File: src/core/mps_pkg.sv
// shared constants for the mirror pulse sequencer ends
// assumes a single 100 MHz clock shared by both ends
package mps_pkg;
    localparam int CLK_PERIOD_NS   = 10;
    localparam int BLOCKS          = 16;
    localparam int IDX_W           = 4;
    localparam int SPAN_W          = 2;
    // load and settle figures, in ns except the row load, which is in ps
    localparam int ROW_LOAD_PS     = 37090;
    localparam int BLOCK_LOAD_NS   = 5040;
    localparam int SETTLE_NS       = 4000;
    // cycle counts, least times rounded up
    localparam int SETTLE_CYC      =
        (SETTLE_NS + CLK_PERIOD_NS - 1) / CLK_PERIOD_NS;
    localparam int BLOCK_LOAD_CYC  =
        (BLOCK_LOAD_NS + CLK_PERIOD_NS - 1) / CLK_PERIOD_NS;
    localparam int SETUP_CYC       = 2;
    localparam int RESET_WAVE_CYC  = 16;
    localparam int HOLD_CYC        = 2;
    localparam int CNT_W           = 16;
    localparam logic [1:0] SPAN_SINGLE = 2'h0;
    localparam logic [1:0] SPAN_DUAL   = 2'h1;
    localparam logic [1:0] SPAN_QUAD   = 2'h2;
    localparam logic [1:0] SPAN_GLOBAL = 2'h3;
    localparam logic [15:0] MASK_NONE  = 16'h0000;
    localparam logic [15:0] MASK_ONE   = 16'h0001;
    localparam logic [15:0] MASK_TWO   = 16'h0003;
    localparam logic [15:0] MASK_FOUR  = 16'h000f;
    localparam logic [15:0] MASK_ALL   = 16'hffff;
    localparam logic [3:0]  IDX_ZERO   = 4'h0;
endpackage

File: src/core/mps_if.sv
// link between the user logic end and the pulse sequencer end
// assumes both ends run on ref_clk
`timescale 1ns/1ps
interface mps_if;
    logic [1:0] block_span_select;
    logic [3:0] block_index_select;
    logic       mirror_pulse_request;
    logic       mirror_pulse_in_progress;
    logic       load_request;
    logic       clear_request;
    logic [3:0] load_block;
    logic       load_accept;
    logic       init_done;
    modport dev (
        input  block_span_select,
        input  block_index_select,
        input  mirror_pulse_request,
        output mirror_pulse_in_progress,
        input  load_request,
        input  clear_request,
        input  load_block,
        output load_accept,
        output init_done
    );
    modport usr (
        output block_span_select,
        output block_index_select,
        output mirror_pulse_request,
        input  mirror_pulse_in_progress,
        output load_request,
        output clear_request,
        output load_block,
        input  load_accept,
        input  init_done
    );
endinterface

File: src/core/mps_device.sv
// pulse sequencer end: issues mirror clocking pulses, guards loads
// assumes link inputs come from logic on the same ref_clk
// assumes the user end paces requests by the in-progress flag
`timescale 1ns/1ps
module mps_device #(
    parameter int SETTLE_CYCLES = mps_pkg::SETTLE_CYC
) (
    input  wire logic        ref_clk,
    input  wire logic        nrst,
    mps_if.dev               lnk,
    output logic [15:0]      mirror_state_update,
    output logic [15:0]      pulsing_blocks,
    output logic             pulse_reset_wave
);
    typedef enum logic [1:0] {
        MPS_IDLE, MPS_SETUP, MPS_WAVE, MPS_HOLD
    } mps_state_e;

    // ---------------------------------------------
    // selection decode
    // ---------------------------------------------
    // dual and quad bases drop the low index bits to their group start
    logic [15:0] sel_mask;
    logic [3:0]  base;
    always_comb begin
        base = lnk.block_index_select;
        sel_mask = mps_pkg::MASK_NONE;
        case (lnk.block_span_select)
            mps_pkg::SPAN_SINGLE: begin
                sel_mask = mps_pkg::MASK_ONE << base;
            end
            mps_pkg::SPAN_DUAL: begin
                base = {lnk.block_index_select[3:1], 1'b0};
                sel_mask = mps_pkg::MASK_TWO << base;
            end
            mps_pkg::SPAN_QUAD: begin
                base = {lnk.block_index_select[3:2], 2'b00};
                sel_mask = mps_pkg::MASK_FOUR << base;
            end
            default: begin
                base = mps_pkg::IDX_ZERO;
                sel_mask = mps_pkg::MASK_ALL;
            end
        endcase
    end

    // ---------------------------------------------
    // pulse sequencer
    // ---------------------------------------------
    localparam logic [mps_pkg::CNT_W-1:0] CNT_STEP = mps_pkg::CNT_W'(1);

    mps_state_e                state;
    mps_state_e                next_state;
    logic [mps_pkg::CNT_W-1:0] cnt;
    logic [mps_pkg::CNT_W-1:0] next_cnt;
    logic [15:0]               target;
    logic                      req_q;
    logic                      req_rise;
    logic                      busy;
    logic                      phase_end;
    logic                      take;

    // a request held high never restarts a pulse: only its rise counts
    always_ff @(posedge ref_clk) begin
        if (!nrst) begin
            req_q <= 1'b0;
        end else begin
            req_q <= lnk.mirror_pulse_request;
        end
    end

    assign req_rise  = lnk.mirror_pulse_request & ~req_q;
    assign busy      = (state != MPS_IDLE);
    assign phase_end = (cnt == '0);
    // a rise while busy is dropped, not queued for later
    assign take      = req_rise & ~busy;

    // same phase lengths whatever the span, so duration never varies
    always_comb begin
        next_state = state;
        next_cnt   = cnt;
        case (state)
            MPS_IDLE: begin
                if (take) begin
                    next_cnt   = mps_pkg::CNT_W'(mps_pkg::SETUP_CYC - 1);
                    next_state = MPS_SETUP;
                end
            end
            MPS_SETUP: begin
                if (phase_end) begin
                    next_cnt   = mps_pkg::CNT_W'(mps_pkg::RESET_WAVE_CYC - 1);
                    next_state = MPS_WAVE;
                end else begin
                    next_cnt = cnt - CNT_STEP;
                end
            end
            MPS_WAVE: begin
                if (phase_end) begin
                    next_cnt   = mps_pkg::CNT_W'(SETTLE_CYCLES
                                 + mps_pkg::HOLD_CYC - 1);
                    next_state = MPS_HOLD;
                end else begin
                    next_cnt = cnt - CNT_STEP;
                end
            end
            MPS_HOLD: begin
                if (phase_end) begin
                    next_state = MPS_IDLE;
                end else begin
                    next_cnt = cnt - CNT_STEP;
                end
            end
            default: begin
                next_state = MPS_IDLE;
                next_cnt   = '0;
            end
        endcase
    end

    always_ff @(posedge ref_clk) begin
        if (!nrst) begin
            state <= MPS_IDLE;
        end else begin
            state <= next_state;
        end
    end

    // counts down per phase; zero marks the phase end
    always_ff @(posedge ref_clk) begin
        if (!nrst) begin
            cnt <= '0;
        end else begin
            cnt <= next_cnt;
        end
    end

    // selects are sampled once, so a later change cannot move a live pulse
    always_ff @(posedge ref_clk) begin
        if (!nrst) begin
            target <= mps_pkg::MASK_NONE;
        end else if (take) begin
            target <= sel_mask;
        end else if (state == MPS_HOLD && phase_end) begin
            target <= mps_pkg::MASK_NONE;
        end
    end

    // ---------------------------------------------
    // outputs
    // ---------------------------------------------
    always_ff @(posedge ref_clk) begin
        if (!nrst) begin
            mirror_state_update <= mps_pkg::MASK_NONE;
        end else if (state == MPS_WAVE && phase_end) begin
            // mirrors take the loaded data only here, never on load
            mirror_state_update <= target;
        end else begin
            mirror_state_update <= mps_pkg::MASK_NONE;
        end
    end

    // registered from the next state so it lines up with the wave phase
    always_ff @(posedge ref_clk) begin
        if (!nrst) begin
            pulse_reset_wave <= 1'b0;
        end else begin
            pulse_reset_wave <= (next_state == MPS_WAVE);
        end
    end

    assign lnk.mirror_pulse_in_progress = busy;
    assign pulsing_blocks = target;

    // ---------------------------------------------
    // load guard
    // ---------------------------------------------
    // combinational, so a held request passes the cycle its block frees
    // loads to idle blocks pass even mid-pulse
    assign lnk.load_accept = (lnk.load_request | lnk.clear_request)
        & ~target[lnk.load_block];

    // ---------------------------------------------
    // init flag
    // ---------------------------------------------
    // init completes one cycle after reset release
    always_ff @(posedge ref_clk) begin
        if (!nrst) begin
            lnk.init_done <= 1'b0;
        end else begin
            lnk.init_done <= 1'b1;
        end
    end
endmodule

File: src/flat_wrapper.sv
// flat-port wrapper written by rule: the top's interface ports become plain ports
module mps_device_flat 
#(
    parameter int SETTLE_CYCLES = mps_pkg::SETTLE_CYC
)
  (ref_clk, nrst, mirror_state_update, pulsing_blocks, pulse_reset_wave, lnk_block_span_select, lnk_block_index_select, lnk_mirror_pulse_request, lnk_mirror_pulse_in_progress, lnk_load_request, lnk_clear_request, lnk_load_block, lnk_load_accept, lnk_init_done);
  mps_if lnk_i ();
  input  wire logic ref_clk;
  input  wire logic nrst;
  output logic [15:0] mirror_state_update;
  output logic [15:0] pulsing_blocks;
  output logic pulse_reset_wave;
  input wire logic [$bits(lnk_i.block_span_select)-1:0] lnk_block_span_select;
  input wire logic [$bits(lnk_i.block_index_select)-1:0] lnk_block_index_select;
  input wire logic [$bits(lnk_i.mirror_pulse_request)-1:0] lnk_mirror_pulse_request;
  output wire logic [$bits(lnk_i.mirror_pulse_in_progress)-1:0] lnk_mirror_pulse_in_progress;
  input wire logic [$bits(lnk_i.load_request)-1:0] lnk_load_request;
  input wire logic [$bits(lnk_i.clear_request)-1:0] lnk_clear_request;
  input wire logic [$bits(lnk_i.load_block)-1:0] lnk_load_block;
  output wire logic [$bits(lnk_i.load_accept)-1:0] lnk_load_accept;
  output wire logic [$bits(lnk_i.init_done)-1:0] lnk_init_done;
  assign lnk_i.block_span_select = lnk_block_span_select;
  assign lnk_i.block_index_select = lnk_block_index_select;
  assign lnk_i.mirror_pulse_request = lnk_mirror_pulse_request;
  assign lnk_mirror_pulse_in_progress = lnk_i.mirror_pulse_in_progress;
  assign lnk_i.load_request = lnk_load_request;
  assign lnk_i.clear_request = lnk_clear_request;
  assign lnk_i.load_block = lnk_load_block;
  assign lnk_load_accept = lnk_i.load_accept;
  assign lnk_init_done = lnk_i.init_done;
  mps_device #(.SETTLE_CYCLES(SETTLE_CYCLES)) u_core (.ref_clk(ref_clk), .nrst(nrst), .lnk(lnk_i), .mirror_state_update(mirror_state_update), .pulsing_blocks(pulsing_blocks), .pulse_reset_wave(pulse_reset_wave));
endmodule
File: config.mk
export PLATFORM = sky130hd
export DESIGN_NAME = mps_device_flat
export DESIGN_NICKNAME = d
export VERILOG_FILES = /design/src/core/mps_pkg.sv /design/src/core/mps_if.sv /design/src/core/mps_device.sv /design/src/flat_wrapper.sv
export SDC_FILE = /design/constraint.sdc
export NUM_CORES = 1
export LEC_CHECK = 0
export BUFFER_PORTS_ARGS = -buffer_cell sky130_fd_sc_hd__buf_2
export CORE_UTILIZATION = 45
export CTS_BUF_LIST = sky130_fd_sc_hd__clkbuf_8
export DETAILED_ROUTE_END_ITERATION = 6
export HOLD_SLACK_MARGIN = 0.1
export PLACE_DENSITY = 0.71
export SKIP_CTS_REPAIR_TIMING = 1
export SLEW_MARGIN = 20
export SYNTH_ARGS = -nofsm -noshare
export SYNTH_HDL_FRONTEND = slang
export SYNTH_SLANG_ARGS = --single-unit
File: constraint.sdc
create_clock -name ref_clk -period 4.6 [get_ports ref_clk]
set_input_delay 0.92 -clock ref_clk [delete_from_list [all_inputs] [get_ports ref_clk]]
set_output_delay 0.92 -clock ref_clk [all_outputs]
set_load 0.005 [all_outputs]
==> results.txt, run 1 <==
Layout net count: 341
CORE AREA: 5200 um^2
Static Leak: 1.25 nW
TNS Setup: 0 ns
Dominant cells by area after synthesis: dfxtp_1, nor2_1, and2_1, mux4_2, a22oi_1
Sequential element share of the synthesized area: 42.9%
Number of nets still failing antenna checks after routing: 0
Clock tree skew after final layout: 0.00710 ns
Mean Syn Cell Area: 8.90 um^2
Wire length per cell after detailed routing: 14.0 um
Cell breakdown of the critical path: buf_2 > mux4_2 > mux4_2 > nor2_1 > buf_2
Top-area cell type share of the netlist area: 42.9%
Critical setup path kind: in -> out
Hold violation count in the final report: 0
Sum of overflow across all layers after global routing: 0
Clock Root Buffer: clkbuf_8
Highest ir drop seen on vdd: 406 uV
Worst Setup End Kind: primary output
First drt pass iteration count: 5
Final wirelength: 5540 um
CP max FO: 4
DRC marker count from the first detailed-route iteration: 239
Max-capacitance violation count: 0
FMAX: 0.314 GHz
Boundary Pins: 51
TritonCTS clock tree: built
Syn-to-layout area delta: 15.0%
Share of final-layout standard cells stronger than drive strength 1: 23.1%
Worst hold start: u_core.cnt[14]
Synthesized netlist cell count: 278
Number of unique standard cell types used by synthesis: 45
Critical Path Start Type: primary input
Vias in the first global route: 1944
Time the final worst path needs with I/O delays and setup: 3.18 ns
Clock buffer count from CTS: 5
Total vias in the final route: 2214
Starting utilization of the core area: 47.5%
Setup repair after global routing missed its margin: false
Critical path's top delay family: multiplexers
Flop-to-flop setup slack: 2.13 ns
Number of levels the H-tree was split into: 2
Crit-path slowest cell: mux4_2
Library cell occupying the most area in the post-synthesis netlist: dfxtp_1
CP required: 3.68 ns
EDFF count, synth: 0
Total Power: 1.75 mW
Data arrival time of the critical path: 2.26 ns
Port-buffer cells: 50
Buf+Inv Stages, Crit Path: 2
Seq cells post-synth: 53
Endpoint of the worst register-to-register path: u_core.mirror_state_update[4]
Routability congestion estimate: 0.870
Post-synthesis instance area: 2470 um^2
DRC violations left: 0
Clock insertion delay at the later pin of the skew report: 0.30 ns
Row Count: 26
Max clock buf depth: 2
Count of endpoints failing setup in the final report: 0
Vias/cell: 5.61
Pwr dens: 616 nW/um^2
Pre-CTS setup slack: 1.40 ns
Tightest Pin Transition: 0.791 ns
Initial antenna violation count: 0
Run status: completed
Total global-route track usage: 20.7%
DP HPWL: 4090 um
Leading register cell type out of synthesis: dfxtp_1
Final count of pins violating max slew: 0
Clock edge transition at the registers on the reported setup and hold paths: 0.09 ns
Synth Net Count: 295
Path category of the worst min-delay check: reg -> reg
Worst stage delay on the critical path: 0.50 ns
Die Outline Area: 5800 um^2
Slew Limit Headroom: 46.9%
Count of antenna diodes in the layout: 0
Logic depth of the worst register-to-register path: 4
Min setup slack post-route: 1.42 ns
Total number of clock tree sinks: 53
Global-route wire length before repair: 9560 um
Pin count of the biggest net entering global routing: 21
Async SR Flop Fraction: 0%
Hold Path Depth: 2
Height of the chip: 76.1 um
Reg-to-Reg Start: u_core.cnt[4]
Final clock period utilization by the worst path: 69.2%
Post-route worst hold slack: 0.485 ns
End point of the most critical hold path: u_core.cnt[14]
Count of warnings emitted by yosys: 0
Width of the chip: 76.1 um
==> Yosys cell counts, drive strengths merged (4+ instances only) <==
cell / instances
dfxtp: 53
nor3: 7
or4: 4
nor4: 7
a21o: 7
a22oi: 14
mux2i: 4
clkbuf: 8
o21a: 5
mux4: 5
nand3: 17
a21oi: 13
a31oi: 4
nor2: 35
nand2b: 4
inv: 6
o21ai: 11
buf: 4
nand2: 18
and2: 18
==> routing by layer <==
metal	part of all wire, %	global-route usage [%]	up-vias
li1	-	-	1104
met3	6.0	4.19	6
met2	44	31.4	64
met5	0	0	-
met4	1.1	5.96	0
met1	49	29.9	1040
==> registers in the layout, summed over array words and instances (netlist names) <==
register,count
u_core.lnk.init_done,1
u_core.cnt,16
u_core.pulse_reset_wave,1
u_core.req_q,1
u_core.state,2
u_core.mirror_state_update,16
u_core.pulsing_blocks,16
==> placed cells by master, fill, tap and decap left out, drive strengths merged, types with 7 or more instances in the layout <==
| cell | instances |
|---|---|
| inv | 7 |
| and2 | 18 |
| nand3 | 17 |
| a21o | 7 |
| nand2 | 18 |
| a22oi | 14 |
| dfxtp | 53 |
| nor3 | 7 |
| a21oi | 13 |
| buf | 51 |
| o21ai | 11 |
| nor2 | 35 |
| nor4 | 7 |
==> through the flow <==
step / instances / instance area, um^2 / util (%)
floorplan: 278 / 2470 / -
global placement: 387 / 2760 / 53.0
global route: 395 / 2850 / 54.7
CTS: 395 / 2850 / 54.7
finish: 395 / 2850 / 54.7
detailed placement: 387 / 2760 / 53.0
==> power by group <==
group | internal (mW) | leakage, nW | total (mW) | switching, mW
registers | 0.546 | 0.431 | 0.648 | 0.102
logic | 0.314 | 0.781 | 0.847 | 0.533
clock network | 0.105 | 0.0416 | 0.256 | 0.151
==> final cells by class <==
class | count | area, um^2
clock buffers | 5 | 68.8
multi-input cells | 207 | 1330
clock inverters | 3 | 18.8
fillers | 523 | 2360
flip-flops and latches | 53 | 1060
inverters | 6 | 22.5
well taps | 70 | 87.6
repair buffers | 51 | 258
==> how the worst max path moves through the flow <==
| stage | slack [ns] | startpoint | depth (start not counted) | to |
|---|---|---|---|---|
| after floorplan | 1.71 | lnk_load_block[0] | 3 | lnk_load_accept |
| after global placement | 1.42 | lnk_load_block[0] | 5 | lnk_load_accept |
| after detailed placement | 1.40 | lnk_load_block[0] | 5 | lnk_load_accept |
| after CTS | 1.40 | lnk_load_block[0] | 5 | lnk_load_accept |
| after global routing | 1.32 | lnk_load_block[0] | 5 | lnk_load_accept |
| final | 1.42 | lnk_load_block[0] | 5 | lnk_load_accept |
==> logic make-up after synthesis <==
| logic type | after synthesis | synth area share (%) |
|---|---|---|
| AND/OR/NAND/NOR | 125 | 26.3 |
| AO/OA/AOI/OAI | 70 | 19.9 |
| adder cells (fa/ha/maj) | 2 | 1.01 |
| multiplexers | 9 | 6.17 |
| buffers and inverters | 18 | 3.39 |
| XOR/XNOR | 1 | 0.354 |
| flip-flops | 53 | 42.9 |
==> worst min-delay path, cell delays in order, from the launching register on <==
cell	delay, ns
dfxtp_1	0.33
nand2_1	0.06
nand3_1	0.05
Power figures use the tool's default switching activity.
==> run 2, diff against run 1 <==
Clock period 4.6 ns to 3.3 ns, I/O delays scaled along.
==> run 2 against run 1 <==
Net effect:
- cell count rose by 0.25%
- power grew 41%
- clock power up 46%
- first-iteration DRC count decreased by 41%
- global-route usage increased by 0.79 points
- register-to-register slack worse by 1.3 ns
- cell area up 0.40%
- critical path type unchanged
- highest routed layer unchanged
==> results.txt, run 2 (synthesized netlist as in run 1, its figures left out) <==
Initial antenna violation count: 0
Global-route wire length before repair: 9970 um
CORE AREA: 5200 um^2
Clock tree skew after final layout: 0.00522 ns
Share of final-layout standard cells stronger than drive strength 1: 23.6%
Vias/cell: 5.60
Critical Path Source: lnk_load_block[0]
Clock insertion delay at the later pin of the skew report: 0.31 ns
Commonest non-fill, non-tap cell in the layout: dfxtp_1
Syn-to-layout area delta: 15.5%
CP required: 2.64 ns
Static Leak: 1.27 nW
Pin count of the biggest net entering global routing: 20
Sum of overflow across all layers after global routing: 0
TritonCTS clock tree: built
Final clock period utilization by the worst path: 80.8%
Vias in the first global route: 2100
Final count of pins violating max slew: 0
Filler instances: 508
Max-capacitance violation count: 0
Slew Limit Headroom: 47.1%
Data arrival time of the critical path: 2.01 ns
Hold violation count in the final report: 0
Critical Path Start Type: primary input
Post-place instance area: 2770 um^2
Setup repair after global routing missed its margin: false
FMAX: 0.375 GHz
Starting utilization of the core area: 47.5%
Total global-route track usage: 21.5%
Final wirelength: 5790 um
Count of endpoints failing setup in the final report: 0
Routability congestion estimate: 0.876
Count of antenna diodes in the layout: 0
Boundary Pins: 51
Width of the chip: 76.1 um
Flip-flop and latch area: 1060 um^2
Reg-to-Reg Start: u_core.cnt[4]
Path category of the worst min-delay check: reg -> reg
Layout net count: 342
Max clock buf depth: 2
Die Outline Area: 5800 um^2
Highest ir drop seen on vdd: 526 uV
Port-buffer cells: 50
Clock Root Buffer: clkbuf_8
DRC marker count from the first detailed-route iteration: 140
TNS Setup: 0 ns
Total number of clock tree sinks: 53
Critical setup path kind: in -> out
Number of levels the H-tree was split into: 2
CP max FO: 4
Worst hold start: u_core.cnt[15]
Clock edge transition at the registers on the reported setup and hold paths: 0.09 ns
Time the final worst path needs with I/O delays and setup: 2.67 ns
Wire length per cell after detailed routing: 14.6 um
Row Count: 26
Pwr dens: 866 nW/um^2
DRC violations left: 0
Height of the chip: 76.1 um
Total vias in the final route: 2217
Clock buffer count from CTS: 5
Tightest Pin Transition: 0.787 ns
First drt pass iteration count: 4
Multi-input combinational cell area: 1330 um^2
Worst Setup End Kind: primary output
Run status: completed
Design Area, Final: 2860 um^2
DP HPWL: 4310 um
Number of nets still failing antenna checks after routing: 0
Highest-count cells in the layout ignoring fill and taps: dfxtp_1, buf_2, nor2_1
run 2: cell count changes in the layout (fill, tap and decap cells not counted):
cell        change
inv_1           -1
clkinv_4        +2
buf_4           +1
clkinvlp_4      -2
clkinv_2        +1
run 2: path summary, 6_finish.rpt:
| kind | to | slack (ns) | cells past startpoint |
|---|---|---|---|
| max | lnk_load_accept | 0.63 | 5 |
| min | u_core.cnt[15] | 0.49 | 1 |
| max reg2reg | u_core.mirror_state_update[8] | 0.83 | 4 |
| min reg2reg | u_core.cnt[15] | 0.49 | 1 |
run 2: routing by layer:
metal | GRT usage (%) | share of wire (%)
met1 | 28.9 | 46
met3 | 4.67 | 6.8
met2 | 34.7 | 46
met4 | 6.35 | 1.1
met5 | 0 | 0
run 2: through the flow:
step / cells / total power [mW] / hold WS, ns / setup slack, ns / util, %
after floorplan: 278 / 1.84 / 0.430 / 0.929 / -
after global placement: 388 / 2.06 / 0.455 / 0.646 / 53.1
after detailed placement: 388 / 2.09 / 0.467 / 0.628 / 53.1
after CTS: 396 / 2.47 / 0.490 / 0.626 / 54.9
after global routing: 396 / 2.69 / 0.511 / 0.548 / 54.9
final: 396 / 2.47 / 0.493 / 0.633 / 54.9
run 2: layout make-up:
class / count / share of cell area [%]
Clock buffer: 5 / 2.41
Clock inverter: 3 / 0.788
Tap cell: 70 / 3.07
Multi-Input combinational cell: 207 / 46.5
Timing Repair Buffer: 52 / 9.29
Sequential cell: 53 / 37.1
Inverter: 6 / 0.788
run 2: critical path, cell delays in order:
cell and delay [ns]:
buf_2 0.15, mux4_2 0.50, mux4_2 0.47, nor2_1 0.11, buf_2 0.11
run 2: power by group:
part           total (mW)  internal [mW]  switching (mW)  leakage (nW)
sequential          0.904          0.762           0.143         0.431
clock               0.373          0.151           0.222        0.0481
combinational        1.19          0.439           0.756         0.786
total                2.47           1.35            1.12          1.27
